===== src/core_pkg.sv =====
// Shared constants and types for the execute and decode block
package core_pkg;

   // -----------------------------------------------------------------
   // Spaces and reset values
   // -----------------------------------------------------------------
   localparam int         STACK_DEPTH = 6;
   localparam logic [7:0] SHORT_BASE  = 8'h80;
   localparam logic [11:0] PC_RESET   = 12'h000;
   localparam logic [7:0] ACC_RESET   = 8'h00;

   // -----------------------------------------------------------------
   // Instruction lengths in clock cycles
   // -----------------------------------------------------------------
   localparam logic [2:0] CYC_REL  = 3'd2;
   localparam logic [2:0] CYC_CTL  = 3'd2;
   localparam logic [2:0] CYC_STD  = 3'd4;
   localparam logic [2:0] CYC_BT   = 3'd5;

   // -----------------------------------------------------------------
   // Opcode fields
   // -----------------------------------------------------------------
   localparam logic [1:0] ALU_ADD  = 2'd0;
   localparam logic [1:0] ALU_AND  = 2'd1;
   localparam logic [1:0] ALU_CMP  = 2'd2;
   localparam logic [1:0] ALU_SUB  = 2'd3;
   localparam logic [1:0] UN_INC   = 2'd0;
   localparam logic [1:0] UN_DEC   = 2'd1;
   localparam logic [1:0] UN_CLR   = 2'd2;
   localparam logic [1:0] ACC_COM  = 2'd0;
   localparam logic [1:0] ACC_RLC  = 2'd1;
   localparam logic [1:0] ACC_SLA  = 2'd2;
   localparam logic [2:0] CTL_NOP  = 3'd0;
   localparam logic [2:0] CTL_RET  = 3'd1;
   localparam logic [2:0] CTL_RETURN_FROM_INTERRUPT = 3'd2;
   localparam logic [2:0] CTL_HALT = 3'd3;
   localparam logic [2:0] CTL_IDLE = 3'd4;
   localparam logic [1:0] COND_C   = 2'd0;
   localparam logic [1:0] COND_NC  = 2'd1;
   localparam logic [1:0] COND_Z   = 2'd2;
   localparam logic [1:0] COND_NZ  = 2'd3;

   typedef enum logic [3:0] {
      C_REL, C_JUMP, C_CALL, C_BTEST, C_BSET, C_ALU_IND, C_ALU_DIR, C_ALU_IMM,
      C_UN_IND, C_UN_DIR, C_SH_INC, C_SH_DEC, C_ACC, C_CTL
   } iclass_e;

endpackage


===== src/data_space.sv =====
// 256-byte data space with registered read data
`timescale 1ns/1ns
module data_space (
   input  wire logic       clk,
   input  wire logic       rd_en,
   input  wire logic [7:0] rd_addr,
   input  wire logic       wr_en,
   input  wire logic [7:0] wr_addr,
   input  wire logic [7:0] wr_data,
   output logic      [7:0] rd_data
);
   typedef struct packed {
      logic [255:0][7:0] mem;
      logic [7:0]        rdata;
   } mem_s;

   mem_s mem_reg;
   mem_s mem_next;

   // Read returns the old byte on a same-cycle write
   always_comb begin
      mem_next = mem_reg;
      if (rd_en) begin
         mem_next.rdata = mem_reg.mem[rd_addr];
      end
      if (wr_en) begin
         mem_next.mem[wr_addr] = wr_data;
      end
   end

   always_ff @(posedge clk) begin
      mem_reg <= mem_next;
   end

   assign rd_data = mem_reg.rdata;
endmodule


===== src/exec_core.sv =====
// Decode and execute of arithmetic, branch, bit, control and jump groups
`timescale 1ns/1ns
module exec_core (
   input  wire logic                clk,
   input  wire logic                reset,
   input  wire logic [7:0]          prog_data,
   input  wire logic                wd_hw_select,
   input  wire logic                int_entry,
   output logic      [11:0]         prog_addr,
   output logic      [7:0]          acc_out,
   output logic                     zero_flag,
   output logic                     carry_flag,
   output logic                     halt_req,
   output logic                     idle_req,
   output logic                     instr_done
);
   import core_pkg::*;

   // -----------------------------------------------------------------
   // State
   // -----------------------------------------------------------------
   typedef struct packed {
      logic [2:0]                    cnt;
      logic [11:0]                   pc;
      logic [11:0]                   pa;
      logic [7:0]                    op;
      logic [7:0]                    b1;
      logic [7:0]                    b2;
      logic [7:0]                    acc;
      logic                          z;
      logic                          c;
      logic                          sz;
      logic                          sc;
      logic [3:0][7:0]               xr;
      logic [STACK_DEPTH-1:0][11:0]  stk;
      logic [2:0]                    sp;
      logic                          wd1;
      logic                          wd2;
      logic                          halt;
      logic                          idle;
      logic                          done;
   } core_s;

   core_s       core_reg;
   core_s       core_next;
   logic        dm_re;
   logic [7:0]  dm_ra;
   logic        dm_we;
   logic [7:0]  dm_wa;
   logic [7:0]  dm_wd;
   logic [7:0]  dm_rd;
   iclass_e     cls;
   logic [8:0]  sum9;
   logic [8:0]  diff9;
   logic [7:0]  opd;
   logic [7:0]  un_opd;
   logic [7:0]  res;
   logic        cond_true;
   logic        tested_bit;
   logic [11:0] nxt;
   logic [11:0] ext_target;

   function automatic iclass_e decode(input logic [7:0] o);
      iclass_e r;
      r = C_CTL;
      if (!o[7]) r = C_REL;
      else if (o[6:4] == 3'b000) r = C_JUMP;
      else if (o[6:4] == 3'b001) r = C_CALL;
      else if (o[6:4] == 3'b010) r = C_BTEST;
      else if (o[6:4] == 3'b011) r = C_BSET;
      else if (o[6] && !o[5] && o[3:2] == 2'b00) r = C_ALU_IND;
      else if (o[6:2] == 5'b10001) r = C_ALU_DIR;
      else if (o[6:2] == 5'b10010) r = C_ALU_IMM;
      else if (o[6:5] == 2'b11 && o[3:2] == 2'b00 && o[1:0] != 2'b11) r = C_UN_IND;
      else if (o[6:2] == 5'b11001 && o[1:0] != 2'b11) r = C_UN_DIR;
      else if (o[6:2] == 5'b11010) r = C_SH_INC;
      else if (o[6:2] == 5'b11011) r = C_SH_DEC;
      else if (o[6:2] == 5'b10101 && o[1:0] != 2'b11) r = C_ACC;
      return r;
   endfunction

   function automatic logic [2:0] last_cycle(input iclass_e k);
      logic [2:0] n;
      unique case (k)
         C_REL:   n = CYC_REL;
         C_CTL:   n = CYC_CTL;
         C_BTEST: n = CYC_BT;
         default: n = CYC_STD;
      endcase
      return n - 3'd1;
   endfunction

   data_space u_data_space (
      .clk     (clk),
      .rd_en   (dm_re),
      .rd_addr (dm_ra),
      .wr_en   (dm_we),
      .wr_addr (dm_wa),
      .wr_data (dm_wd),
      .rd_data (dm_rd)
   );

   // -----------------------------------------------------------------
   // Datapath terms
   // -----------------------------------------------------------------
   always_comb begin
      cls        = (core_reg.cnt == 3'd1) ? decode(prog_data) : decode(core_reg.op);
      opd        = (cls == C_ALU_IMM) ? core_reg.b1 : dm_rd;
      sum9       = {1'b0, core_reg.acc} + {1'b0, opd};
      diff9      = {1'b0, core_reg.acc} - {1'b0, opd};
      tested_bit = dm_rd[core_reg.op[2:0]];
      ext_target = {core_reg.op[3:0], core_reg.b1};
      unique case (prog_data[6:5])
         COND_C:  cond_true = core_reg.c;
         COND_NC: cond_true = !core_reg.c;
         COND_Z:  cond_true = core_reg.z;
         COND_NZ: cond_true = !core_reg.z;
      endcase
   end

   // -----------------------------------------------------------------
   // Sequencer
   // -----------------------------------------------------------------
   always_comb begin
      core_next      = core_reg;
      core_next.wd1  = wd_hw_select;
      core_next.wd2  = core_reg.wd1;
      core_next.halt = 1'b0;
      core_next.idle = 1'b0;
      core_next.done = 1'b0;
      core_next.cnt  = core_reg.cnt + 3'd1;
      dm_re = 1'b0;
      dm_ra = 8'h00;
      dm_we = 1'b0;
      dm_wa = core_reg.b1;
      dm_wd = 8'h00;
      res   = 8'h00;
      un_opd = 8'h00;
      nxt   = core_reg.pc + 12'h001;
      if (int_entry) begin
         core_next.sz = core_reg.z;
         core_next.sc = core_reg.c;
      end
      unique case (core_reg.cnt)
         // Address runs one byte ahead of the one-cycle program memory
         3'd0: core_next.pa = core_reg.pc + 12'h001;
         3'd1: begin
            core_next.op = prog_data;
            core_next.pa = core_reg.pc + 12'h002;
            if (cls == C_REL && cond_true) begin
               nxt = prog_data[4] ? core_reg.pc - {8'h00, prog_data[3:0]}
                                  : core_reg.pc + {8'h00, prog_data[3:0]};
            end
            // Undecoded opcodes outside the control row must stay a no-operation
            if (cls == C_CTL && prog_data[7:4] == 4'hD) begin
               unique case (prog_data[2:0])
                  CTL_RET, CTL_RETURN_FROM_INTERRUPT: begin
                     core_next.sp = core_reg.sp - 3'd1;
                     nxt = core_reg.stk[core_reg.sp - 3'd1];
                     if (prog_data[2:0] == CTL_RETURN_FROM_INTERRUPT) begin
                        core_next.z = core_reg.sz;
                        core_next.c = core_reg.sc;
                     end
                  end
                  CTL_HALT: begin
                     core_next.halt = !core_reg.wd2;
                     core_next.idle = core_reg.wd2;
                  end
                  CTL_IDLE: core_next.idle = 1'b1;
                  default: ;
               endcase
            end
         end
         3'd2: begin
            core_next.b1 = prog_data;
            dm_re        = 1'b1;
            dm_ra        = prog_data;
            if (cls == C_ALU_IND || cls == C_UN_IND) begin
               dm_ra        = core_reg.xr[core_reg.op[4]];
               core_next.b1 = core_reg.xr[core_reg.op[4]];
            end
            if (cls == C_SH_INC || cls == C_SH_DEC) begin
               core_next.b1 = SHORT_BASE | {6'h00, core_reg.op[1:0]};
            end
         end
         3'd3: begin
            core_next.b2 = prog_data;
            unique case (cls)
               C_ALU_IND, C_ALU_DIR, C_ALU_IMM: begin
                  unique case (core_reg.op[1:0])
                     ALU_ADD: {core_next.c, res} = sum9;
                     ALU_AND: begin
                        res         = core_reg.acc & opd;
                        core_next.c = 1'b0;
                     end
                     ALU_CMP: {core_next.c, res} = diff9;
                     ALU_SUB: {core_next.c, res} = diff9;
                  endcase
                  core_next.z = (res == 8'h00);
                  if (core_reg.op[1:0] != ALU_CMP) core_next.acc = res;
               end
               C_UN_IND, C_UN_DIR, C_SH_INC, C_SH_DEC: begin
                  un_opd = (cls == C_SH_INC || cls == C_SH_DEC) ? core_reg.xr[core_reg.op[1:0]] : dm_rd;
                  if (cls == C_SH_INC || (cls != C_SH_DEC && core_reg.op[1:0] == UN_INC)) res = un_opd + 8'h01;
                  else if (cls == C_SH_DEC || core_reg.op[1:0] == UN_DEC) res = un_opd - 8'h01;
                  if (!(cls == C_UN_IND || cls == C_UN_DIR) || core_reg.op[1:0] != UN_CLR) begin
                     core_next.z = (res == 8'h00);
                  end
                  dm_we = 1'b1;
                  dm_wd = res;
               end
               C_ACC: begin
                  unique case (core_reg.op[1:0])
                     ACC_COM: res = ~core_reg.acc;
                     ACC_RLC: res = {core_reg.acc[6:0], core_reg.c};
                     default: res = {core_reg.acc[6:0], 1'b0};
                  endcase
                  core_next.c   = (core_reg.op[1:0] == ACC_COM) ? res[7] : core_reg.acc[7];
                  core_next.z   = (res == 8'h00);
                  core_next.acc = res;
               end
               C_BSET: begin
                  dm_we = 1'b1;
                  dm_wd = core_reg.op[3] ? (dm_rd | (8'h01 << core_reg.op[2:0]))
                                         : (dm_rd & ~(8'h01 << core_reg.op[2:0]));
               end
               C_JUMP: nxt = ext_target;
               C_CALL: begin
                  nxt = ext_target;
                  core_next.stk[core_reg.sp] = core_reg.pc + 12'h002;
                  core_next.sp = core_reg.sp + 3'd1;
               end
               default: ;
            endcase
            // Two-byte instructions skip their operand byte
            if (!(cls inside {C_ACC, C_ALU_IND, C_UN_IND, C_SH_INC, C_SH_DEC, C_BTEST, C_JUMP, C_CALL})) begin
               nxt = core_reg.pc + 12'h002;
            end
         end
         3'd4: begin
            core_next.c = tested_bit;
            nxt = core_reg.pc + 12'h003;
            if (tested_bit == core_reg.op[3]) begin
               nxt = core_reg.pc + 12'h002 + {{4{core_reg.b2[7]}}, core_reg.b2};
            end
         end
         default: ;
      endcase
      if (dm_we && dm_wa[7:2] == SHORT_BASE[7:2]) begin
         core_next.xr[dm_wa[1:0]] = dm_wd;
      end
      if (core_reg.cnt != 3'd0 && core_reg.cnt == last_cycle(cls)) begin
         core_next.cnt  = 3'd0;
         core_next.pc   = nxt;
         core_next.pa   = nxt;
         core_next.done = 1'b1;
      end
   end

   always_ff @(posedge clk) begin
      if (reset) begin
         core_reg     <= '0;
         core_reg.pc  <= PC_RESET;
         core_reg.pa  <= PC_RESET;
         core_reg.acc <= ACC_RESET;
      end else begin
         core_reg <= core_next;
      end
   end

   assign prog_addr  = core_reg.pa;
   assign acc_out    = core_reg.acc;
   assign zero_flag  = core_reg.z;
   assign carry_flag = core_reg.c;
   assign halt_req   = core_reg.halt;
   assign idle_req   = core_reg.idle;
   assign instr_done = core_reg.done;
endmodule


===== config.mk =====
export PLATFORM = sky130hd
export DESIGN_NAME = exec_core
export DESIGN_NICKNAME = d
export VERILOG_FILES = /design/src/core_pkg.sv /design/src/data_space.sv /design/src/exec_core.sv
export SDC_FILE = /design/constraint.sdc
export NUM_CORES = 2
export LEC_CHECK = 0
export ABC_AREA = 1
export BUFFER_PORTS_ARGS = -buffer_cell sky130_fd_sc_hd__buf_2
export CAP_MARGIN = 20
export CORE_MARGIN = 2
export CORE_UTILIZATION = 42
export CTS_BUF_LIST = sky130_fd_sc_hd__clkbuf_2 sky130_fd_sc_hd__clkbuf_4 sky130_fd_sc_hd__clkbuf_8
export DETAILED_ROUTE_END_ITERATION = 16
export PLACE_DENSITY = 0.66
export SETUP_SLACK_MARGIN = 0.02
export SYNTH_ARGS = -nofsm -noshare
export SYNTH_HDL_FRONTEND = slang
export SYNTH_HIERARCHICAL = 1
export SYNTH_SLANG_ARGS = --single-unit

===== constraint.sdc =====
create_clock -name clk -period 12.6 [get_ports clk]
set_input_delay 3.15 -clock clk [delete_from_list [all_inputs] [get_ports clk]]
set_output_delay 3.15 -clock clk [all_outputs]
set_load 0.01 [all_outputs]

==> results.toml <==
[detailed_routing]
wl_met1_mm = 109
met2_length_mm = 123
wl_mm = 269
ant_nets = 0
drt_iter0_markers = 8589
first_pass_iters = 8
vias_per_cell = 5.68
vias = 68800
top_layer = "met5"
met3WireLength_mm = 27.1
wire_per_inst_um = 22.2
drc = 0

[sta]
worst_pin_slew_ns = 1.21
finalCritPeriodShare = 0.684
finalSetupViolations = 0
slew_violations = 0
hold_violations = 0
fin_crit_ns = 8.62
tns_ns = 0
fin_skew_ns = 0.0773
fin_ws_ns = 3.98
rsz0062_at_grt = "false"
slew_headroom = 0.191
fmax_mhz = 116

[floorplanning]
core_um2 = 227000
die_x_um = 482
rows = 175
die_h_um = 482
ios = 37
start_util = 0.423
die_area_um2 = 233000

[clock_network]
cts-resized-gates = 0
cts-hold-fix-buffers = 0
clkSinkCount = 2231
tritoncts = "done"
root_buffer = "clkbuf_8"
numCtsBuffers = 372
cts_buffer_depth = 4
path_clk_slew_ns = 0.07
cts_setup_buffers = 0
h-tree-depth = 5
insertion_delay_ns = 1.09

[synthesis]
syn_area_um2 = 96200
synth-seq-cells = 2231
synth_area_per_cell_um2 = 10.8
syn_inst = 8939
ys_seq_area_frac = 0.679
synth_warnings = 6
synth_async_sr_flop_share = 0
synth_nets = 9013
ys_types = 58
synth-edff-count = 2056
synth_ff_type = "edfxtp_1"

[final_layout]
final_cell_mix = "nand2_1, nand3_1, edfxtp_1"
nets = 8900
mostFrequentLayoutCell = "nand2_1"
largest_reg_flops = 2048
finalNonFillerCells = 12100
area.growth.synth_to_final_pct = 9.15
drive_gt1_frac = 0.0877
fin_area_um2 = 105000

[power_and_ir_drop]
powerDensity_nw_per_um2 = 157
finalPower_mw = 16.5
ir_drop_mv = 0.100
p_leak_nw = 38.8

[worst_setup_path]
startpoint_type = "input port"
crit_required_ns = 13.43
endpoint_kind = "flip-flop"
criticalPathCategory = "input port to flip-flop"
path_max_fanout = 139
cp.arrival_ns = 9.45

[place]
place_worst_setup_slack_ns = 3.11
dp_cells = 11500
io_buffers = 36
hpwl_mm = 150
gp_congestion = 0.900
placed_area_um2 = 98100

[global_routing]
grt_max_degree = 207
track_usage = 0.226
grt_remaining_overflow = 0
grt_antenna_before_repair = 4
grt_pass1_vias = 64500
grt_first_pass_wirelength_mm = 403

[run_status]
status = "completed"

[min_path]
hp-class = "flip-flop to flip-flop"

[flow_run]
max_cap_viol_count = 0
[worst max-delay path, cell delays in order]
cell and delay, ns:
buf_2 0.16, nor2_1 0.26, nand3_1 0.16, nand4_1 0.12, nand2_1 0.07, nand2_2 0.11, nand2_4 0.10, nor2_8 0.30
nand3_1 0.13, nand2_1 0.61, o21ai_0 0.33, nor2_4 0.85, buf_12 0.58, buf_4 0.95, nand3_1 0.16, nand3_1 0.17
nand3_1 0.10, nand3_1 0.24, nand3_1 0.19, nand3_1 0.14, nand2_1 0.10, nand2_1 0.08, nand2_1 0.06
[area by class of cell]
type | instances | area (um2)
timing repair buffer | 128 | 1090
fill | 20500 | 123000
inverter | 241 | 972
clock buffer | 507 | 6180
multi-input combinational | 5852 | 27000
sequential | 2231 | 65200
tap | 3009 | 3760
clock inverter | 126 | 644
antenna | 7 | 17.5
[synthesized netlist by cell type (11+ instances only)]
library cell | n | area [um2]
o211ai_1 | 36 | 270
nand4_1 | 19 | 119
buf_2 | 299 | 1500
edfxtp_1 | 2056 | 61700
a21oi_1 | 225 | 1130
nand3_1 | 2088 | 10500
nor2_1 | 443 | 1660
buf_1 | 36 | 135
nand2_1 | 2455 | 9220
buf_4 | 94 | 706
inv_1 | 211 | 792
dfxtp_1 | 175 | 3500
o21ai_1 | 32 | 160
inv_2 | 23 | 86.3
buf_6 | 12 | 135
a31oi_1 | 11 | 68.8
xor2_1 | 35 | 307
nand2_2 | 14 | 87.6
ha_1 | 58 | 726
o21ai_0 | 283 | 1420
nor3_1 | 21 | 105
clkbuf_1 | 173 | 649
o22ai_1 | 19 | 119
[cell families after synthesis]
family / after synthesis / synth area share
AO/OA/AOI/OAI: 661 / 0.0377
XOR/XNOR: 40 / 0.00364
adder cells (fa/ha/maj): 62 / 0.00838
buffers and inverters: 856 / 0.0420
flip-flops: 2231 / 0.679
AND/OR/NAND/NOR: 5089 / 0.230
[worst paths after layout]
kind / startpoint / endpoint / slack [ns] / depth (start not counted)
max: prog_data[2] / u_data_space/rd_data[7]$_DFFE_PP_ / 3.98 / 23
min: core_reg[3]$_SDFF_PP0_ / halt_req$_SDFF_PP0_ / 0.42 / 1
max reg2reg: core_reg[173]$_SDFF_PP0_ / u_data_space/rd_data[7]$_DFFE_PP_ / 5.28 / 24
min reg2reg: core_reg[3]$_SDFF_PP0_ / halt_req$_SDFF_PP0_ / 0.42 / 1
[through the flow]
stage                util  hold slack [ns]
floorplan               -            0.388
global placement    0.431            0.400
detailed placement  0.431            0.414
CTS                 0.461            0.420
global route        0.461            0.453
finish              0.461            0.423
[power by group]
part / internal, mW / switching [mW]
Combinational: 0.603 / 1.78
Clock: 3.23 / 2.79
Sequential: 8.04 / 0.0814
Total: 11.9 / 4.65
[routing by layer]
layer,vias to the layer above,GRT usage
met5,-,0
met4,2,0.0920
met2,3599,0.347
li1,31200,-
met3,569,0.0486
met1,33400,0.312
(Power assumes the default switching activity.)
